==> src/hw/eis_pkg.sv <==
package eis_pkg;
   localparam int unsigned CODE_W            = 6;
   localparam int unsigned NUM_SOURCES       = 64;
   localparam int unsigned PORT_W            = 8;
   localparam int unsigned CODE_LSB_PIN      = 2;
   localparam logic [1:0]  LOW_PINS_VALUE    = 2'h0;
   localparam int unsigned ADDR_W            = 16;
   localparam logic [15:0] EXT_VECTOR_ADDR   = 16'h0080;
   localparam logic [15:0] BRANCH_TABLE_BASE = 16'h0100;
   localparam logic [7:0]  PORT_LATCH_RESET  = 8'h00;
   localparam int unsigned CLK_PERIOD_NS     = 20;
   localparam int unsigned COMPANION_REQ_NS  = 100;
   localparam int unsigned CPU_RESPONSE_NS   = 200;
   localparam int unsigned COMPANION_REQ_CYC =
      (COMPANION_REQ_NS + CLK_PERIOD_NS - 1) / CLK_PERIOD_NS;
   localparam int unsigned CPU_RESPONSE_CYC  =
      (CPU_RESPONSE_NS + CLK_PERIOD_NS - 1) / CLK_PERIOD_NS;
   localparam int unsigned LAT_W             = 8;

   typedef enum logic [2:0] {
      EIS_IDLE,
      EIS_RAISE,
      EIS_RESPOND,
      EIS_CLEAR,
      EIS_READ,
      EIS_SERVICE
   } eis_state_t;
endpackage

==> src/hw/eis_link_if.sv <==
`timescale 1ns/1ps
`default_nettype none
interface eis_link_if;
   logic       ext_req_n;
   logic [7:0] port_pins;

   modport encoder (
      output ext_req_n,
      output port_pins
   );
   modport processor (
      input  ext_req_n,
      input  port_pins
   );
endinterface
`default_nettype wire

==> src/hw/eis_processor.sv <==
// How it works
// RULE_01: Source code is binary, bit0 first.
// RULE_02: Pins 0-1 zero, code on 2-7.
// RULE_03: Port byte equals four times device number.
// RULE_04: Six bits identify up to 64 devices.
// RULE_05: Acknowledge always vectors to fixed external address.
// RULE_06: Latency is companion delay plus CPU response.
// RULE_07: Priority encoder picks highest-priority requester.
// RULE_08: Port read ORs pins with latch; clear first.
// RULE_09: Active-low requests ANDed into one request.
// RULE_10: Timer interrupt off, external interrupt on.
// RULE_11: Code held stable while request asserted.
`timescale 1ns/1ps
`default_nettype none
module eis_processor
   import eis_pkg::*;
#(
   parameter int unsigned REQ_CYC  = COMPANION_REQ_CYC,
   parameter int unsigned RESP_CYC = CPU_RESPONSE_CYC
) (
   input  wire logic              ref_clk,
   input  wire logic              resetn,
   eis_link_if.processor          link,
   input  wire logic              port_wr,
   input  wire logic [PORT_W-1:0] port_wdata,
   input  wire logic              service_done,
   output logic                   irq_ack,
   output logic [ADDR_W-1:0]      pc_out,
   output logic [CODE_W-1:0]      device_number,
   output logic [PORT_W-1:0]      port_value,
   output logic                   id_valid,
   output logic                   busy
);
   // Fixed arrangement: timer interrupt off, external interrupt on
   localparam logic TIMER_IRQ_EN = 1'b0; // RULE_10
   localparam logic EXT_IRQ_EN   = 1'b1; // RULE_10

   // Registered outputs, one concern each
   eis_state_t          state_reg;
   logic [LAT_W-1:0]    lat_reg;
   logic [PORT_W-1:0]   latch_reg;
   logic                irq_ack_reg;
   logic [ADDR_W-1:0]   pc_reg;
   logic [CODE_W-1:0]   dev_reg;
   logic [PORT_W-1:0]   port_reg;
   logic                id_valid_reg;
   logic                busy_reg;
   logic [PORT_W-1:0]   port_read;
   logic                ext_pending;
   logic                lat_done;
   logic                ack_now;
   logic                read_now;

   // Reads see the latch too, hence the clear before sampling
   assign port_read   = link.port_pins | latch_reg; // RULE_08
   // Timer path never arms in this arrangement
   assign ext_pending = !link.ext_req_n && EXT_IRQ_EN && !TIMER_IRQ_EN;
   // Decodes shared by several registers
   assign lat_done    = (lat_reg == '0);
   assign ack_now     = (state_reg == EIS_RESPOND) && lat_done;
   assign read_now    = (state_reg == EIS_READ);

   // State register
   always_ff @(posedge ref_clk or negedge resetn) begin
      if (!resetn) begin
         state_reg <= EIS_IDLE;
      end else begin
         unique case (state_reg)
            EIS_IDLE: begin
               if (ext_pending) begin
                  state_reg <= EIS_RAISE;
               end
            end
            EIS_RAISE: begin
               if (lat_done) begin
                  state_reg <= EIS_RESPOND;
               end
            end
            EIS_RESPOND: begin
               if (lat_done) begin
                  state_reg <= EIS_CLEAR;
               end
            end
            EIS_CLEAR: begin
               state_reg <= EIS_READ;
            end
            EIS_READ: begin
               state_reg <= EIS_SERVICE;
            end
            EIS_SERVICE: begin
               // No nesting: requests ignored until service completes
               if (service_done) begin
                  state_reg <= EIS_IDLE;
               end
            end
         endcase
      end
   end

   // Latency counter, reloaded while idle so each request starts fresh
   always_ff @(posedge ref_clk or negedge resetn) begin
      if (!resetn) begin
         lat_reg <= '0;
      end else begin
         unique case (state_reg)
            EIS_IDLE: begin
               lat_reg <= LAT_W'(REQ_CYC - 1);
            end
            EIS_RAISE: begin
               if (lat_done) begin
                  lat_reg <= LAT_W'(RESP_CYC - 1); // RULE_06
               end else begin
                  lat_reg <= lat_reg - 1'b1; // RULE_06
               end
            end
            EIS_RESPOND: begin
               if (!lat_done) begin
                  lat_reg <= lat_reg - 1'b1; // RULE_06
               end
            end
            EIS_CLEAR, EIS_READ, EIS_SERVICE: begin
               lat_reg <= lat_reg;
            end
         endcase
      end
   end

   // Port output latch; the handler zeroes it before the read
   always_ff @(posedge ref_clk or negedge resetn) begin
      if (!resetn) begin
         latch_reg <= PORT_LATCH_RESET;
      end else if (state_reg == EIS_CLEAR) begin
         latch_reg <= PORT_LATCH_RESET; // RULE_08
      end else if (port_wr) begin
         latch_reg <= port_wdata;
      end
   end

   // One-cycle acknowledge pulse
   always_ff @(posedge ref_clk or negedge resetn) begin
      if (!resetn) begin
         irq_ack_reg <= 1'b0;
      end else begin
         irq_ack_reg <= ack_now;
      end
   end

   // Vector on acknowledge, table entry after the read
   always_ff @(posedge ref_clk or negedge resetn) begin
      if (!resetn) begin
         pc_reg <= '0;
      end else if (ack_now) begin
         pc_reg <= EXT_VECTOR_ADDR; // RULE_05
      end else if (read_now) begin
         // Four-byte table entries line up with the port step of four
         pc_reg <= BRANCH_TABLE_BASE + ADDR_W'(port_read); // RULE_03
      end
   end

   // Byte as read, latch included
   always_ff @(posedge ref_clk or negedge resetn) begin
      if (!resetn) begin
         port_reg <= '0;
      end else if (read_now) begin
         port_reg <= port_read; // RULE_03
      end
   end

   // Device number is the byte without its two zero pins
   always_ff @(posedge ref_clk or negedge resetn) begin
      if (!resetn) begin
         dev_reg <= '0;
      end else if (read_now) begin
         dev_reg <= port_read[PORT_W-1:CODE_LSB_PIN]; // RULE_03 RULE_04
      end
   end

   // Identity valid from the read until back in idle
   always_ff @(posedge ref_clk or negedge resetn) begin
      if (!resetn) begin
         id_valid_reg <= 1'b0;
      end else if (read_now) begin
         id_valid_reg <= 1'b1;
      end else if (state_reg == EIS_IDLE) begin
         id_valid_reg <= 1'b0;
      end
   end

   // Tracks the state leaving and re-entering idle, kept in its own flop
   always_ff @(posedge ref_clk or negedge resetn) begin
      if (!resetn) begin
         busy_reg <= 1'b0;
      end else if ((state_reg == EIS_IDLE) && ext_pending) begin
         busy_reg <= 1'b1;
      end else if ((state_reg == EIS_SERVICE) && service_done) begin
         busy_reg <= 1'b0;
      end
   end

   assign irq_ack       = irq_ack_reg;
   assign pc_out        = pc_reg;
   assign device_number = dev_reg;
   assign port_value    = port_reg;
   assign id_valid      = id_valid_reg;
   assign busy          = busy_reg;
endmodule
`default_nettype wire

==> src/flat_wrapper.sv <==
// flat-port wrapper written by rule: the top's interface ports become plain ports
module eis_processor_flat import eis_pkg::*;
#(
   parameter int unsigned REQ_CYC  = COMPANION_REQ_CYC,
   parameter int unsigned RESP_CYC = CPU_RESPONSE_CYC
)
  (ref_clk, resetn, port_wr, port_wdata, service_done, irq_ack, pc_out, device_number, port_value, id_valid, busy, link_ext_req_n, link_port_pins);
  eis_link_if link_i ();
  input  wire logic ref_clk;
  input  wire logic resetn;
  input  wire logic port_wr;
  input  wire logic [PORT_W-1:0] port_wdata;
  input  wire logic service_done;
  output logic irq_ack;
  output logic [ADDR_W-1:0] pc_out;
  output logic [CODE_W-1:0] device_number;
  output logic [PORT_W-1:0] port_value;
  output logic id_valid;
  output logic busy;
  input wire logic [$bits(link_i.ext_req_n)-1:0] link_ext_req_n;
  input wire logic [$bits(link_i.port_pins)-1:0] link_port_pins;
  assign link_i.ext_req_n = link_ext_req_n;
  assign link_i.port_pins = link_port_pins;
  eis_processor #(.REQ_CYC(REQ_CYC), .RESP_CYC(RESP_CYC)) u_core (.ref_clk(ref_clk), .resetn(resetn), .link(link_i), .port_wr(port_wr), .port_wdata(port_wdata), .service_done(service_done), .irq_ack(irq_ack), .pc_out(pc_out), .device_number(device_number), .port_value(port_value), .id_valid(id_valid), .busy(busy));
endmodule
==> config.mk <==
export PLATFORM = sky130hd
export DESIGN_NAME = eis_processor_flat
export DESIGN_NICKNAME = d
export VERILOG_FILES = /design/src/hw/eis_pkg.sv /design/src/hw/eis_link_if.sv /design/src/hw/eis_processor.sv /design/src/flat_wrapper.sv
export SDC_FILE = /design/constraint.sdc
export NUM_CORES = 1
export LEC_CHECK = 0
export BUFFER_PORTS_ARGS = -buffer_cell sky130_fd_sc_hd__buf_2
export CAP_MARGIN = 5
export CORE_MARGIN = 4
export CORE_UTILIZATION = 50
export DETAILED_ROUTE_END_ITERATION = 6
export PLACE_DENSITY_LB_ADDON = 0.08
export SYNTH_ARGS = -nofsm -noshare
export SYNTH_HDL_FRONTEND = slang
export SYNTH_SLANG_ARGS = --single-unit
==> constraint.sdc <==
create_clock -name ref_clk -period 5.3 [get_ports ref_clk]
set_input_delay 0.265 -clock ref_clk [delete_from_list [all_inputs] [get_ports ref_clk]]
set_output_delay 0.265 -clock ref_clk [all_outputs]
set_load 0.005 [all_outputs]
# Word-level counts from Yosys, hierarchy flattened
# Cells that the tools add are included.
dict set report op_classes {
  n_addsub 2
  eq_ne 10
  mux 16
  bitwise 2
  reduce_logical 13
}
# operator n
set ops {}
lappend ops {{2-to-1 mux 16 bit} 2}
lappend ops {{2-to-1 mux 8 bit} 4}
lappend ops {{case mux 8 bit (3 select lines)} 1}
lappend ops {{case mux 3 bit (6 select lines)} 1}
lappend ops {{2-to-1 mux 3 bit} 4}
lappend ops {{adder 9 x 8 -> 10 bit, first input constant} 1}
lappend ops {{zero test 8 bit} 1}
lappend ops {{OR 8 bit} 1}
lappend ops {{nonzero test 2 bit} 4}
lappend ops {{subtractor 8 x 1 -> 8 bit, second input constant} 1}
lappend ops {{== test 3 x 2 -> 1 bit, second input constant} 2}
lappend ops {{== test 3 bit, second input constant} 2}
lappend ops {{!= test 2 bit, second input constant} 3}
lappend ops {{2-to-1 mux 1 bit} 4}
lappend ops {{!= test 2 x 1 -> 1 bit, second input constant} 2}
lappend ops {{AND reduction 4 bit} 1}
lappend ops {{== test 3 x 1 -> 1 bit, second input constant} 1}
lappend ops {{logical AND 1 bit} 3}
lappend ops {{zero test 3 bit} 1}
lappend ops {{OR reduction 3 bit} 1}
lappend ops {{AND reduction 2 bit} 1}
lappend ops {{zero test 1 bit} 1}
lappend ops {{NOT 1 bit} 1}
dict set report totals {
  reg_bits 52
  inputBits 21
}

# Logic depth before layout (Yosys ltp)
dict set report depth {
  word_depth 4
  mapped_depth 6
  depth_no_buf 6
}

# Worst setup path before layout
# Ideal clock, no wire load.
dict set report synth_path {
  path_type {register to register}
  from {reg u_core.lat_reg[0]}
  to {reg u_core.lat_reg[5]}
  setup_time_ns 0.090
  arrival_time_ns 1.564
  slack_ns 3.646
  path_stages_with_launch 7
  path_buffers 0
  path_cell_list {dfrtp_1 > inv_1 > ha_1 > nor3b_2 > a211o_2 > or3_1 > o221ai_1}
}
dict set report synth_via {
  elab_chain_cells 3
  word_cells_on_any_way 7
}
# item line
set synth_rtl {}
lappend synth_rtl {{from (decl)} eis_processor.sv:40} ;# logic [LAT_W-1:0] lat_reg;
lappend synth_rtl {{from (signal assigned)} eis_processor.sv:107} ;# lat_reg <= LAT_W'(REQ_CYC - 1);
lappend synth_rtl {{from (signal assigned)} eis_processor.sv:111} ;# lat_reg <= LAT_W'(RESP_CYC - 1);
lappend synth_rtl {{from (signal assigned)} eis_processor.sv:113} ;# lat_reg <= lat_reg - 1'b1;
lappend synth_rtl {{subtractor 8 x 1 -> 8 bit or zero test 8 bit (tied branches)} {eis_processor.sv:113, eis_processor.sv:118, eis_processor.sv:59}}
lappend synth_rtl {{2-to-1 mux 8 bit, or another cell as far along} eis_processor.sv:117} ;# if (!lat_done) begin
lappend synth_rtl {{case mux 8 bit (3 select lines) or AND reduction 2 bit (tied branches)} --}
# Several ways; a longest one is shown, not always the timed one. The select of a mux whose other input is x is not followed.
# A chain may end at the register's enable or synchronous reset.

# Final worst setup path
dict set report layout_path {
  from {reg u_core.state_reg[2]}
  to {reg u_core.pc_reg[3], in the netlist u_core.pc_out[3]}
}
dict set report layout_via {
  elab_chain_cells 3
  word_cells_on_any_way 5
}
# item line
set layout_rtl {}
lappend layout_rtl {{from (decl)} eis_processor.sv:39} ;# eis_state_t state_reg;
lappend layout_rtl {{from (signal assigned)} eis_processor.sv:66} ;# state_reg <= EIS_IDLE;
lappend layout_rtl {{from (signal assigned)} eis_processor.sv:71} ;# state_reg <= EIS_RAISE;
lappend layout_rtl {{from (signal assigned)} eis_processor.sv:76} ;# state_reg <= EIS_RESPOND;
lappend layout_rtl {{== test 3 x 2 -> 1 bit} eis_processor.sv:60} ;# assign ack_now = (state_reg == EIS_RESPOND) && lat_done;
lappend layout_rtl {{logical AND 1 bit} eis_processor.sv:60}
lappend layout_rtl {{2-to-1 mux 16 bit or nonzero test 2 bit (tied branches)} --}
lappend layout_rtl {{to (signal assigned)} eis_processor.sv:156} ;# pc_reg <= BRANCH_TABLE_BASE + ADDR_W'(port_read);
lappend layout_rtl {{to (decl)} eis_processor.sv:43} ;# logic [ADDR_W-1:0] pc_reg;
# Several ways; a longest one is shown, not always the timed one.

==> metrics.md <==
| Metric | Value |
|---|---|
| Power per cell area | `about 510 nW/um^2` |
| Crit path kind | `reg2reg` |
| WHS | `0.08626 ns` |
| Vias in the first global route | `1416` |
| Syn avg cell area | `9.947 um^2` |
| Syn Inst Count | `199` |
| Asr flop ratio synth | `100.0%` |
| Fin crit share | `38.38%` |
| Ports | `54` |
| Sw frac | `37.39%` |
| Antenna-violating nets left | `0` |
| Fin. Hold Viols | `0` |
| Grt ovf | `0` |
| Peak fanout along the critical path | `17` |
| Nets | `257` |
| Leading area contributor after synthesis | `dfrtp_1` |
| CTS clk-pin slew, worst paths | `0.08 ns` |
| Gp weighted congestion | `between 0.9 and 1` |
| Max Cap Viol | `0` |
| Unrepaired setup endpoints after global routing | `false` |
| Slowest-stage cell, CP | `nor2_1` |
| CTS Buf Count | `5` |
| H-tree depth | `2` |
| Fin crit period | `2.034 ns` |
| Vias/cell | `5.509` |
| Comb power frac | `between 30% and 40%` |
| Clock Skews | `0.001449 ns` |
| Worst Setup SP | `u_core.state_reg[2]` |
| Clk_lat worst skew | `0.28 ns` |
| Synth Flop Type | `dfrtp_1` |
| Unique masters post-synth | `42` |
| # diodes | `0` |
| Core area | `3744 um^2` |
| Top-area cell type share of the netlist area | `approximately half` |
| Sum Neg Setup Slack | `0 ns` |
| Setup Buffers After CTS | `0` |
| Largest stage delay, worst path | `0.75 ns` |
| Share of layout cells above drive strength 1 | `25.96%` |
| Crit path DAT | `approximately 2.3 ns` |
| Clock Sinks | `39` |
| Detailed Routing Iterations Pass 1 | `4` |
| Area growth syn-to-layout | `12.14%` |
| Die Ht | `70.92 um` |
| CTS tree | `built` |
| Synth Cell Area | `1979 um^2` |
| Final core utilization | `59.29%` |
| Crit-path cells | `nand2b_1 > nor2_1 > o21ai_0 > nor2_1` |
| Starting Density | `a little over half` |
| Die W | `70.92 um` |
| Pre-CTS setup slack | `around 3.3 ns` |
| Die area | `5030 um^2` |
| Psw | `between 400 and 500 uW` |
| Synth Register Bits | `39` |
| Seq/Total Area, Yosys | `49.30%` |
| Final Max Tran Viols | `0` |
| HPWL after DPL | `3086 um` |
| Crit path capture type | `register` |
| Cts repair resizes | `0` |
| Largest cells by area after synthesis | `dfrtp_1, buf_4, mux2i_1, nor2_1, o21a_1` |
| WL/cell | `14.73 um` |
| VDD IR max | `0.2623 mV` |
| Number of flops mapped to enable cells by yosys | `0` |
| DRC | `0` |
| Cell Int Power | `between 700 and 800 uW` |
| Status | `complete, no violations` |
| Tot Pwr | `~1.1 mW` |
| Detailed-route via count | `~1600` |
| Req. time, crit path | `5.52 ns` |
| Largest net degree at the start of global routing | `40` |
| CP dominant cell by count | `nor2_1` |
| Initial antenna violation count | `0` |
| Initial drt markers | `86` |
| Overall global routing resource usage | `16.81%` |
| Clock share of power | `about 17%` |
| Total wire length | `between 4000 and 5000 um` |
| Tightest Hold Check Type | `in2async` |
| Setup WS post-layout | `3.266 ns` |
| Worst r2r src | `u_core.state_reg[2]` |
| Slew @ Worst Pin | `around 0.93 ns` |
| Buffers on Ports | `46` |
| Post-cts hold buffer count | `0` |
| Largest register FFs | `9` |
| Placement Rows | `22` |
| Clock root buffer | `clkbuf_8` |
| Fmax | `0.4917 GHz` |
| Slew margin rel. | `37.48%` |
| Setup-failing EPs final | `0` |
| Sequential cell fraction of total power | `45.1%` |
| Static leakage | `approximately 1 nW` |
| Type of origin of the critical path | `register` |
| Global-route wire length before repair | `around 6700 um` |
| YS warnings | `0` |
| Max clock buf depth | `2` |
==> cells by family (layout without fill, tap and decap cells) <==
logic type / Yosys count / in the layout / synth area share [%]
simple gates: 68 / 68 / 18.84
xor+xnor: 3 / 3 / 1.328
buf+inv: 34 / 64 / 9.861
compound gates: 43 / 43 / 14.67
mux: 9 / 9 / 4.551
other cells: 1 / 7 / 0.1895
fa+ha+maj: 2 / 2 / 1.264
flops: 39 / 39 / 49.30
==> layer usage <==
layer	track usage, %	vias to the layer above	share of wire, %
li1	-	742	-
met1	24.70	754	48
met2	23.69	56	44
met3	4.403	7	7.1
met4	6.472	0	1.6
met5	0	-	0
==> placed cells by master, fill, tap and decap left out, drive strengths merged, types with 3 or more instances in the layout <==
master | netlist | routed
o21a | 10 | 10
a21oi | 6 | 6
nand3 | 3 | 3
nand2 | 10 | 10
inv | 10 | 10
xnor2 | 3 | 3
nand2b | 3 | 3
buf | 19 | 46
clkbuf | 5 | 6
o21ai | 12 | 12
nor3 | 5 | 5
nor3b | 4 | 4
nor2 | 24 | 24
or3 | 11 | 11
dfrtp | 39 | 39
mux2i | 9 | 9
conb | 1 | 7
==> cells in the mapped netlist (all sizes together), types with 3 or more instances <==
cell type / n
o21a: 10
a21oi: 6
inv: 10
dfrtp: 39
clkbuf: 5
buf: 19
nor2: 24
or3: 11
nor3: 5
nand2b: 3
mux2i: 9
nand2: 10
nand3: 3
nor3b: 4
o21ai: 12
xnor2: 3
==> path summary, 6_finish.rpt <==
check	endpoint	slack [ns]	depth (start not counted)
max	u_core.pc_out[3]	3.27	4
min	u_core.lat_reg[6]	0.09	1
min in group ref_clk	u_core.latch_reg[0]	0.22	3
max reg2reg	u_core.pc_out[3]	3.27	4
min reg2reg	u_core.port_value[1]	0.50	1
max in group asynchronous	u_core.latch_reg[6]	4.68	1
==> power groups by stage <==
stage	logic, mW	registers, mW	clock network, mW
after floorplan	0.347	0.476	0
after global placement	0.412	0.507	0
after detailed placement	0.428	0.514	0
after CTS	0.430	0.508	0.201
after global routing	0.480	0.526	0.214
final	0.424	0.509	0.195
==> final cells by class <==
| type | count | area [um^2] |
|---|---|---|
| flip-flops and latches | 39 | 975.9 |
| clock buffers | 6 | 72.57 |
| inverters | 10 | 37.54 |
| multi-input cells | 132 | 830.8 |
| repair buffers | 46 | 230.2 |
| well taps | 48 | 60.06 |
| fillers | 351 | 1524 |
| clock inverters | 2 | 12.51 |
==> through the flow <==
stage	cell area, um^2	cells
6_report	2220	283
3_5_place_dp	2135	275
4_1_cts	2220	283
2_1_floorplan	2002	205
3_3_place_gp	2135	275
5_1_grt	2220	283
==> critical path, delay by kind of cell (launching register included) <==
| family | cells | cell delay, ns |
|---|---|---|
| simple gates | 3 | 1.10 |
| flops | 1 | 0.69 |
| compound gates | 1 | 0.18 |
(Power assumes the default switching activity.)
